[config.mk]
export PLATFORM = sky130hd
export DESIGN_NAME = tvas_top
export DESIGN_NICKNAME = d
export VERILOG_FILES = /design/src/core/tvas_pkg.sv /design/src/core/tvas_sync.sv /design/src/core/tvas_top.sv
export VERILOG_INCLUDE_DIRS = /design/src /design/src/core
export SDC_FILE = /design/constraint.sdc
export NUM_CORES = 1
export LEC_CHECK = 0
export ABC_AREA = 1
export BUFFER_PORTS_ARGS = -buffer_cell sky130_fd_sc_hd__buf_2
export CORE_ASPECT_RATIO = 1.5
export CORE_MARGIN = 2
export CORE_UTILIZATION = 50
export CTS_CLUSTER_DIAMETER = 120
export DETAILED_ROUTE_END_ITERATION = 8
export PLACE_DENSITY = 0.76
export SLEW_MARGIN = 40
export SYNTH_ARGS = -nofsm -noshare
export SYNTH_HDL_FRONTEND = slang
export SYNTH_SLANG_ARGS = --single-unit
[constraint.sdc]
create_clock -name mclk_i -period 2.2 [get_ports mclk_i]
set_input_delay 0.44 -clock mclk_i [delete_from_list [all_inputs] [get_ports mclk_i]]
set_output_delay 0.44 -clock mclk_i [all_outputs]
set_load 0.02 [all_outputs]
[src/core/tvas_defs.svh]
// Register map, field positions, reset values and timing counts.
`ifndef TVAS_DEFS_SVH
`define TVAS_DEFS_SVH
// Register addresses (byte-wide registers, 4-bit address).
`define TVAS_A_NDIV_HI 4'h1
`define TVAS_A_NDIV_LO 4'h2
`define TVAS_A_RDIV 4'h3
`define TVAS_A_OSC 4'h4
`define TVAS_A_FILTER 4'h5
`define TVAS_A_CONTROL 4'h6
`define TVAS_A_STATUS1 4'h7
`define TVAS_A_STATUS2 4'h8
// Oscillator register fields.
`define TVAS_OSC_BAND_LSB 3
`define TVAS_OSC_AUTO_BIT 2
`define TVAS_OSC_SMP_EN_BIT 1
`define TVAS_OSC_LATCH_BIT 0
// Control register fields.
`define TVAS_CTL_STBY_BIT 7
`define TVAS_CTL_GAIN_LSB 0
// Status byte 1 fields.
`define TVAS_ST1_DONE_BIT 7
`define TVAS_ST1_OK_BIT 6
// Reset values.
`define TVAS_RST_BYTE 8'h00
`define TVAS_RST_BAND 5'h00
`define TVAS_RST_GAIN 4'h0
// Band limits and settling time per band step.
`define TVAS_BAND_MAX 5'h17
`define TVAS_SETTLE_NS 1000
`define TVAS_CLK_NS 10
`define TVAS_SETTLE_CYC ((`TVAS_SETTLE_NS + `TVAS_CLK_NS - 1) / `TVAS_CLK_NS)
`endif

[src/core/tvas_pkg.sv]
// Types shared by the oscillator band control logic.
package tvas_pkg;
    typedef enum logic [1:0] {
        TVAS_IDLE = 2'b00,
        TVAS_SETTLE = 2'b01,
        TVAS_CHECK = 2'b10
    } tvas_state_e;
    typedef struct packed {
        logic done;
        logic success;
        logic [4:0] band;
    } tvas_search_s;
    typedef struct packed {
        logic [3:0] addr;
        logic [7:0] wdata;
        logic wr;
        logic rd;
    } tvas_bus_s;
endpackage : tvas_pkg

[src/core/tvas_sync.sv]
// Two-flip-flop synchroniser for the tuning-voltage code.
module tvas_sync
    import tvas_pkg::*;
#(
    parameter int WIDTH = 3
) (
    // Clock and reset
    input wire logic mclk_i,
    input wire logic reset_n_i,
    // Data
    input wire logic [WIDTH-1:0] async_i,
    output logic [WIDTH-1:0] sync_o
);
    logic [WIDTH-1:0] meta_q;
    always_ff @(posedge mclk_i or negedge reset_n_i) begin
        if (!reset_n_i) begin
            meta_q <= '0;
            sync_o <= '0;
        end else begin
            meta_q <= async_i;
            sync_o <= meta_q;
        end
    end
endmodule : tvas_sync

[src/core/tvas_top.sv]
// Oscillator band selection, tuning-voltage sampler, gain and standby.
//
// Local design decisions: the address map and the plain strobed port.
`include "tvas_defs.svh"
module tvas_top
    import tvas_pkg::*;
(
    // Clock and reset
    input wire logic mclk_i,
    input wire logic reset_n_i,
    // Register port
    input wire logic [3:0] reg_addr_i,
    input wire logic [7:0] reg_wdata_i,
    input wire logic reg_wr_i,
    input wire logic reg_rd_i,
    output logic [7:0] reg_rdata_o,
    // Tuning-voltage comparator code from the analog side
    input wire logic [2:0] tune_voltage_node_i,
    // Analog controls
    output logic [4:0] osc_band_o,
    output logic [3:0] baseband_gain_code_o,
    output logic [7:0] filter_corner_code_o,
    output logic tune_sampler_enable_o,
    output logic active_o,
    output logic search_busy_o
);
    // ==========================================================
    // State
    typedef struct packed {
        tvas_state_e state;
        logic [7:0] ndiv_hi;
        logic [7:0] ndiv_lo;
        logic [7:0] rdiv;
        logic [4:0] osc_band_select;
        logic auto_band_enable;
        logic tune_sampler_enable;
        logic [7:0] filter_corner_code;
        logic [3:0] baseband_gain_code;
        logic standby_request;
        tvas_search_s search;
        logic [4:0] try_band;
        logic [4:0] tries;
        logic [7:0] settle;
        logic [2:0] latched_code;
        logic [7:0] rdata;
    } tvas_regs_s;

    tvas_regs_s st_q;
    tvas_regs_s st_d;
    tvas_bus_s bus;
    logic [2:0] code_sync;
    logic [7:0] status1;
    logic [7:0] status2;
    logic [4:0] cur_band;
    logic code_selectable;

    assign bus = '{addr: reg_addr_i, wdata: reg_wdata_i,
                   wr: reg_wr_i, rd: reg_rd_i};

    tvas_sync #(.WIDTH(3)) u_sync (
        .mclk_i(mclk_i),
        .reset_n_i(reset_n_i),
        .async_i(tune_voltage_node_i),
        .sync_o(code_sync)
    );

    // ==========================================================
    // Status and decoding
    // Only the two inner codes leave drift margin for a search pick.
    assign code_selectable = (code_sync == 3'h2) || (code_sync == 3'h5);
    assign cur_band = st_q.auto_band_enable ? st_q.search.band
                                            : st_q.osc_band_select;
    assign status1 = {st_q.search.done, st_q.search.success, 6'h00};
    assign status2 = {cur_band, st_q.latched_code};

    // ==========================================================
    // Next state
    always_comb begin
        st_d = st_q;
        if (bus.wr) begin
            // Writes are accepted in standby too; nothing is reset by it.
            unique case (bus.addr)
                `TVAS_A_NDIV_HI: st_d.ndiv_hi = bus.wdata;
                `TVAS_A_NDIV_LO: st_d.ndiv_lo = bus.wdata;
                `TVAS_A_RDIV: st_d.rdiv = bus.wdata;
                `TVAS_A_OSC: begin
                    st_d.osc_band_select =
                        bus.wdata[`TVAS_OSC_BAND_LSB +: 5];
                    st_d.auto_band_enable = bus.wdata[`TVAS_OSC_AUTO_BIT];
                    st_d.tune_sampler_enable =
                        bus.wdata[`TVAS_OSC_SMP_EN_BIT];
                    if (bus.wdata[`TVAS_OSC_LATCH_BIT]) begin
                        st_d.latched_code = code_sync;
                    end
                end
                `TVAS_A_FILTER: st_d.filter_corner_code = bus.wdata;
                `TVAS_A_CONTROL: begin
                    st_d.standby_request = bus.wdata[`TVAS_CTL_STBY_BIT];
                    st_d.baseband_gain_code =
                        bus.wdata[`TVAS_CTL_GAIN_LSB +: 4];
                end
                default: begin
                end
            endcase
        end
        // Search sequencer, halted while in standby.
        if (!st_q.standby_request) begin
            unique case (st_q.state)
                TVAS_IDLE: begin
                end
                TVAS_SETTLE: begin
                    if (st_q.settle == 8'h00) begin
                        st_d.state = TVAS_CHECK;
                    end else begin
                        st_d.settle = st_q.settle - 8'h01;
                    end
                end
                TVAS_CHECK: begin
                    if (code_selectable) begin
                        st_d.search.done = 1'b1;
                        st_d.search.success = 1'b1;
                        st_d.search.band = st_q.try_band;
                        st_d.state = TVAS_IDLE;
                    end else if (st_q.tries == `TVAS_BAND_MAX) begin
                        st_d.search.done = 1'b1;
                        st_d.search.success = 1'b0;
                        st_d.state = TVAS_IDLE;
                    end else begin
                        st_d.tries = st_q.tries + 5'h01;
                        st_d.try_band = (st_q.try_band == `TVAS_BAND_MAX)
                                        ? 5'h00 : st_q.try_band + 5'h01;
                        st_d.search.band = st_d.try_band;
                        st_d.settle = 8'(`TVAS_SETTLE_CYC - 1);
                        st_d.state = TVAS_SETTLE;
                    end
                end
                default: st_d.state = TVAS_IDLE;
            endcase
        end
        // A low N byte write starts or restarts the search when auto band is enabled.
        if (bus.wr && bus.addr == `TVAS_A_NDIV_LO &&
            st_d.auto_band_enable) begin
            st_d.state = TVAS_SETTLE;
            st_d.search.done = 1'b0;
            st_d.search.success = 1'b0;
            st_d.try_band = st_d.osc_band_select;
            st_d.search.band = st_d.osc_band_select;
            st_d.tries = 5'h00;
            st_d.settle = 8'(`TVAS_SETTLE_CYC - 1);
        end
        st_d.rdata = 8'h00;
        if (bus.rd) begin
            unique case (bus.addr)
                `TVAS_A_NDIV_HI: st_d.rdata = st_q.ndiv_hi;
                `TVAS_A_NDIV_LO: st_d.rdata = st_q.ndiv_lo;
                `TVAS_A_RDIV: st_d.rdata = st_q.rdiv;
                `TVAS_A_OSC: st_d.rdata = {st_q.osc_band_select,
                    st_q.auto_band_enable, st_q.tune_sampler_enable, 1'b0};
                `TVAS_A_FILTER: st_d.rdata = st_q.filter_corner_code;
                `TVAS_A_CONTROL: st_d.rdata = {st_q.standby_request,
                    3'h0, st_q.baseband_gain_code};
                `TVAS_A_STATUS1: st_d.rdata = status1;
                `TVAS_A_STATUS2: st_d.rdata = status2;
                default: st_d.rdata = 8'h00;
            endcase
        end
    end

    // ==========================================================
    // Registers
    always_ff @(posedge mclk_i or negedge reset_n_i) begin
        if (!reset_n_i) begin
            st_q <= '{state: TVAS_IDLE, ndiv_hi: `TVAS_RST_BYTE,
                ndiv_lo: `TVAS_RST_BYTE, rdiv: `TVAS_RST_BYTE,
                osc_band_select: `TVAS_RST_BAND, auto_band_enable: 1'b0,
                tune_sampler_enable: 1'b0,
                filter_corner_code: `TVAS_RST_BYTE,
                baseband_gain_code: `TVAS_RST_GAIN, standby_request: 1'b0,
                search: '{done: 1'b1, success: 1'b0, band: `TVAS_RST_BAND},
                try_band: `TVAS_RST_BAND, tries: 5'h00, settle: 8'h00,
                latched_code: 3'h0, rdata: 8'h00};
        end else begin
            st_q <= st_d;
        end
    end

    // ==========================================================
    // Outputs; sampler enable and active forced low in standby while contents are kept.
    logic [4:0] band_q;
    logic [3:0] gain_q;
    logic [7:0] filt_q;
    logic smp_q;
    logic act_q;
    logic busy_q;
    always_ff @(posedge mclk_i or negedge reset_n_i) begin
        if (!reset_n_i) begin
            band_q <= 5'h00;
            gain_q <= 4'h0;
            filt_q <= 8'h00;
            smp_q <= 1'b0;
            act_q <= 1'b0;
            busy_q <= 1'b0;
        end else begin
            band_q <= st_d.auto_band_enable ? st_d.search.band
                                            : st_d.osc_band_select;
            gain_q <= st_d.baseband_gain_code;
            filt_q <= st_d.filter_corner_code;
            smp_q <= st_d.tune_sampler_enable && !st_d.standby_request;
            act_q <= !st_d.standby_request;
            busy_q <= (st_d.state != TVAS_IDLE);
        end
    end
    assign reg_rdata_o = st_q.rdata;
    assign osc_band_o = band_q;
    assign baseband_gain_code_o = gain_q;
    assign filter_corner_code_o = filt_q;
    assign tune_sampler_enable_o = smp_q;
    assign active_o = act_q;
    assign search_busy_o = busy_q;
endmodule : tvas_top

; ---- After elaboration in Yosys (flattened, before gate mapping)
; Cells that the tools add are included.
[word_totals]
reg_bits = 96
inputBits = 19
out_inout_bits = 28
word_cells = 91
[op_classes]
add_sub_neg = 3
n_eq_ne = 20
muxes = 24
reduce_logical = 20
[op_table]
columns = operator, n
row1 = one-hot mux 8 bit (8 select lines), 1
row2 = 2-to-1 mux 25 bit, 2
row3 = 2-to-1 mux 8 bit, 3
row4 = 2-to-1 mux 23 bit, 1
row5 = 2-to-1 mux 20 bit, 1
row6 = 2-to-1 mux 5 bit, 4
row7 = 2-to-1 mux 18 bit, 1
row8 = 2-to-1 mux 17 bit, 1
row9 = "equality test 4 x 3 -> 1 bit, second input constant", 4
row10 = one-hot mux 8 bit (2 select lines), 1
row11 = 2-to-1 mux 7 bit, 2
row12 = "adder 5 x 1 -> 5 bit, second input constant", 2
row13 = "equality test 5 bit, second input constant", 2
row14 = 2-to-1 mux 2 bit, 5
row15 = AND reduction 2 bit, 5
row16 = "!= test 3 bit, second input constant", 3
row17 = "equality test 4 x 2 -> 1 bit, second input constant", 2
row18 = zero test 8 bit, 1
row19 = "subtractor 8 x 1 -> 8 bit, second input constant", 1
row20 = "!= test 2 x 1 -> 1 bit, second input constant", 3
row21 = one-hot mux 2 bit (3 select lines), 1
row22 = AND reduction 3 bit, 2
row23 = nonzero test 3 bit, 2
row24 = AND reduction 5 bit, 1
row25 = other kinds (13), 16

; ---- Logic depth before layout (Yosys ltp)
[depth]
depth_word = 8
mapped_depth = 12
depth_no_buf = 12

; ---- Modules after synthesis
; From an unflattened synthesis, not the netlist that was laid out.
[hier_totals]
cells_unflattened = 563
hier_area_um2 = 4775.8
[by_module_without_submodules]
columns = mod, instances, cells_per_inst, area_per_inst_um2, seq_area_each_um2
row1 = tvas_top, 1, 557, 4625.7, 2253.4
row2 = tvas_sync, 1, 6, 150.1, 150.1

; ---- Least setup slack after synthesis
; No wires, ideal clock.
[synth_timing]
path_kind = input to register
start = in reg_wr_i
end = reg band_q[4], in the netlist osc_band_o[4]
setup_ns = 0.117
t_arrival_ns = 1.572
required_ns = 2.083
path_slack_ns = 0.512
stages = 10
n_path_buf = 3
cell_sequence = clkbuf_1 -> nand3_4 -> o21ai_4 -> nand2_2 -> buf_6 -> buf_6 -> nand2_2 -> nand2_2 -> nand2_1 -> nand2_1
[synth_lines]
columns = item, line_no
row1 = "start, declared", tvas_top.sv:14  ; input wire logic reg_wr_i,
row2 = "end signal, assigned", tvas_top.sv:204  ; band_q <= st_d.auto_band_enable ? st_d.search.band
row3 = "end, declared", tvas_top.sv:189  ; logic [4:0] band_q;

==> summary.txt <==
Routing
  • Vias per Instance: 5.35
  • Routed Antenna Nets: 0
  • Initial DRC Count: 251
  • DRC violations left: 0
  • Routed wire length: 10800 µm
  • Via count: 3812
  • Wirelength per Cell: 15.2 µm
  • Drt first pass iters: 6

Pwr
  • Worst VDD drop: 0.533 mV
  • Static leakage: 2.66 nW
  • Power Dens Cells: 1080 mW/mm²

Synth
  • Adder-Cell Fraction of Synth Area: 1.08%
  • Most used DFF post-synth: dfrtp_1
  • Post-synth top area share: 51.4%
  • Cell Area, Synth: 0.00462 mm²
  • Number of cells produced by synthesis: 556
  • Post-synthesis sequential area ratio: 52.0%
  • Area contributors post-synth: dfrtp_1, nand2_1, o21ai_0
  • Xor/xnor share of the synthesized area: 0.568%
  • Avg Cell Area, Syn: 8.32 µm²
  • EDFF count, synth: 0
  • Mux cell area share after synthesis: 0%
  • Yosys synthesis warning count: 0
  • Synthesized-area fraction occupied by and/or/nand/nor cells: 22.4%
  • Compound-Gate Fraction of Synth Area: 13.8%
  • Post-synth cell types: 39
  • Syn nets: 579
  • Main combinational cell family by area after synthesis: simple AND/OR/NAND/NOR gates
  • Ys async rst share: 100%
  • Top cell type by total area after synthesis: dfrtp_1
  • Synth Register Bits: 96

Global routing
  • Number of global-route vias before repair: 3665
  • First-pass GRT wire length: 17400 µm
  • Largest net degree at the start of global routing: 42
  • Gr usage total: 22.8%
  • Antenna violations before repair: 0
  • Gr ovfl total: 0

Finish
  • Most frequent cells in the layout: nand2_1, dfrtp_1, o21ai_0, inv_1, buf_2
  • Most common cell after layout, fill and taps aside: nand2_1
  • # diodes: 0
  • Final nets: 618
  • Area Overhead vs Synth: 12.3%
  • Layout Cells excl Fill: 712
  • Layout cells sized above 1: 16.5%
  • Fillers: 802

Worst setup path
  • Critical path class: reg2reg
  • CP delay by family, top: simple AND/OR/NAND/NOR gates
  • Nature of the critical path endpoint: flop
  • Worst EP required: 2.48 ns
  • Crit path buf inv count: 1
  • Crit-path slowest cell: o21ai_0
  • CP dominant cell by count: nand2_1
  • Critical Path Source Type: flop
  • Largest stage delay, worst path: 0.43 ns
  • CP arrival: 2.16 ns
  • Cell chain of the critical path: ha_1 > nand2_1 > nor2_1 > inv_1 > o21ai_0 > nand2_1 > nand2_1 > nand2_1 > nand2_1 > nand2_1 > nand2_1
  • CP Max Fanout: 4

Timing
  • Slew Limit Fails: 0
  • Slew @ Worst Pin: 0.550 ns
  • Skew final: 0.00638 ns
  • Min Tclk post-route: 1.88 ns
  • Unrepaired setup endpoints after global routing: no
  • Final setup viols: 0
  • Final hold violation count: 0
  • Fin crit share: 85.6%
  • F_max: 531 MHz
  • Worst Slack Setup Final: 0.316 ns
  • Setup_tns: 0 ns
  • Worst slew margin: 63.2%
  • Hold_ws: 0.0847 ns

Clocking
  • Worst-path clk slew: 0.06 ns
  • CTS tree: yes
  • Num CTS Buffers: 9
  • Post-CTS sizing: 0
  • Worst skew pair latency: 0.34 ns
  • CTS root buffer: clkbuf_16
  • CTS sink cnt: 96
  • Max Root-Sink Buffers: 2
  • Number of H-tree levels: 3
  • Hold buffers post-CTS: 0
  • Post-CTS Setup Bufs: 0

Floorplan
  • Die H: 122 µm
  • Die footprint: 0.0100 mm²
  • Core Box Area: 0.00915 mm²
  • Cell Rows: 43
  • Starting Density: 50.5%
  • IO Pins: 47
  • Die Width: 82.5 µm

Place
  • Buffers on Ports: 46
  • Dpl cells: 696
  • Hpwl dp: 8050 µm
  • Pre-CTS WS: 0.177 ns
  • Placer Congestion: 0.902

Job
  • Max Cap Viol: 0

Outcome
  • Outcome: completed

Min path
  • Hold Crit Class: in2async
synth_stat cells (all sizes together), types with 2 or more instances:
| cell | number |
|---|---|
| o21ai | 79 |
| nor3 | 5 |
| o211ai | 6 |
| nor2 | 30 |
| nand3 | 24 |
| xor2 | 2 |
| clkbuf | 6 |
| o221ai | 3 |
| ha | 4 |
| nand4 | 4 |
| inv | 64 |
| dfrtp | 95 |
| clkinv | 2 |
| buf | 26 |
| a211oi | 3 |
| nand2 | 172 |
| a21oi | 22 |
report_power, final:
group          internal, mW  switching (mW)  leakage, nW
combinational         0.543            1.02         1.31
clock                 0.857           0.658        0.137
sequential             2.22           0.291         1.22
flip-flops by register name (all words and copies together) (netlist names), 3 cells and up:
signal                flops
filter_corner_code_o      8
u_sync.meta_q             3
baseband_gain_code_o      4
osc_band_o                5
reg_rdata_o               8
st_q                     62
u_sync.sync_o             3
cell type report:
| class | instances | area, µm² | share of cell area [%] |
|---|---|---|---|
| tap | 112 | 140 | 2.70 |
| multi-input combinational | 362 | 1750 | 33.7 |
| sequential | 96 | 2400 | 46.3 |
| inverter | 66 | 253 | 4.87 |
| clock inverter | 4 | 27.5 | 0.530 |
| timing repair buffer | 60 | 350 | 6.75 |
| clock buffer | 12 | 267 | 5.13 |
metrics by stage:
stage                     instance area, µm²  util [%]  total power, mW
after floorplan                         4620         -             3.65
after global placement                  4900      53.6             4.01
after detailed placement                4900      53.6             4.08
after CTS                               5190      56.8             5.60
after global routing                    5190      56.8             5.95
final                                   5190      56.8             5.59
worst paths after layout:
path,from,endpoint,slack (ns),cells after the start
worst min-delay path,reset_n_i,st_q[75],0.08,1
max in group asynchronous,reset_n_i,u_sync.meta_q[2],1.51,2
worst min register to register,u_sync.meta_q[1],u_sync.sync_o[1],0.35,0
worst max register to register,st_q[19],osc_band_o[2],0.32,11
worst max-delay path,st_q[19],osc_band_o[2],0.32,11
min in group mclk_i,tune_voltage_node_i[0],u_sync.meta_q[0],0.21,1
kinds of logic after synthesis:
family	count (synthesis)
xor+xnor	3
fa+ha+maj	4
buf+inv	98
compound gates	116
flops	96
simple gates	239
metal layers:
metal  share of wire, %  global-route usage (%)
met5                  0                       0
met4                2.6                    9.43
met3                4.4                    4.22
met2                 54                    40.9
met1                 39                    26.0
worst reg2reg max path: stages (launching register included):
cell	delay, ns
dfrtp_1	0.38
ha_1	0.17
nand2_1	0.08
nor2_1	0.21
inv_1	0.11
o21ai_0	0.43
nand2_1	0.11
nand2_1	0.09
nand2_1	0.05
nand2_1	0.08
nand2_1	0.06
nand2_1	0.06
(Power assumes the default switching activity.)
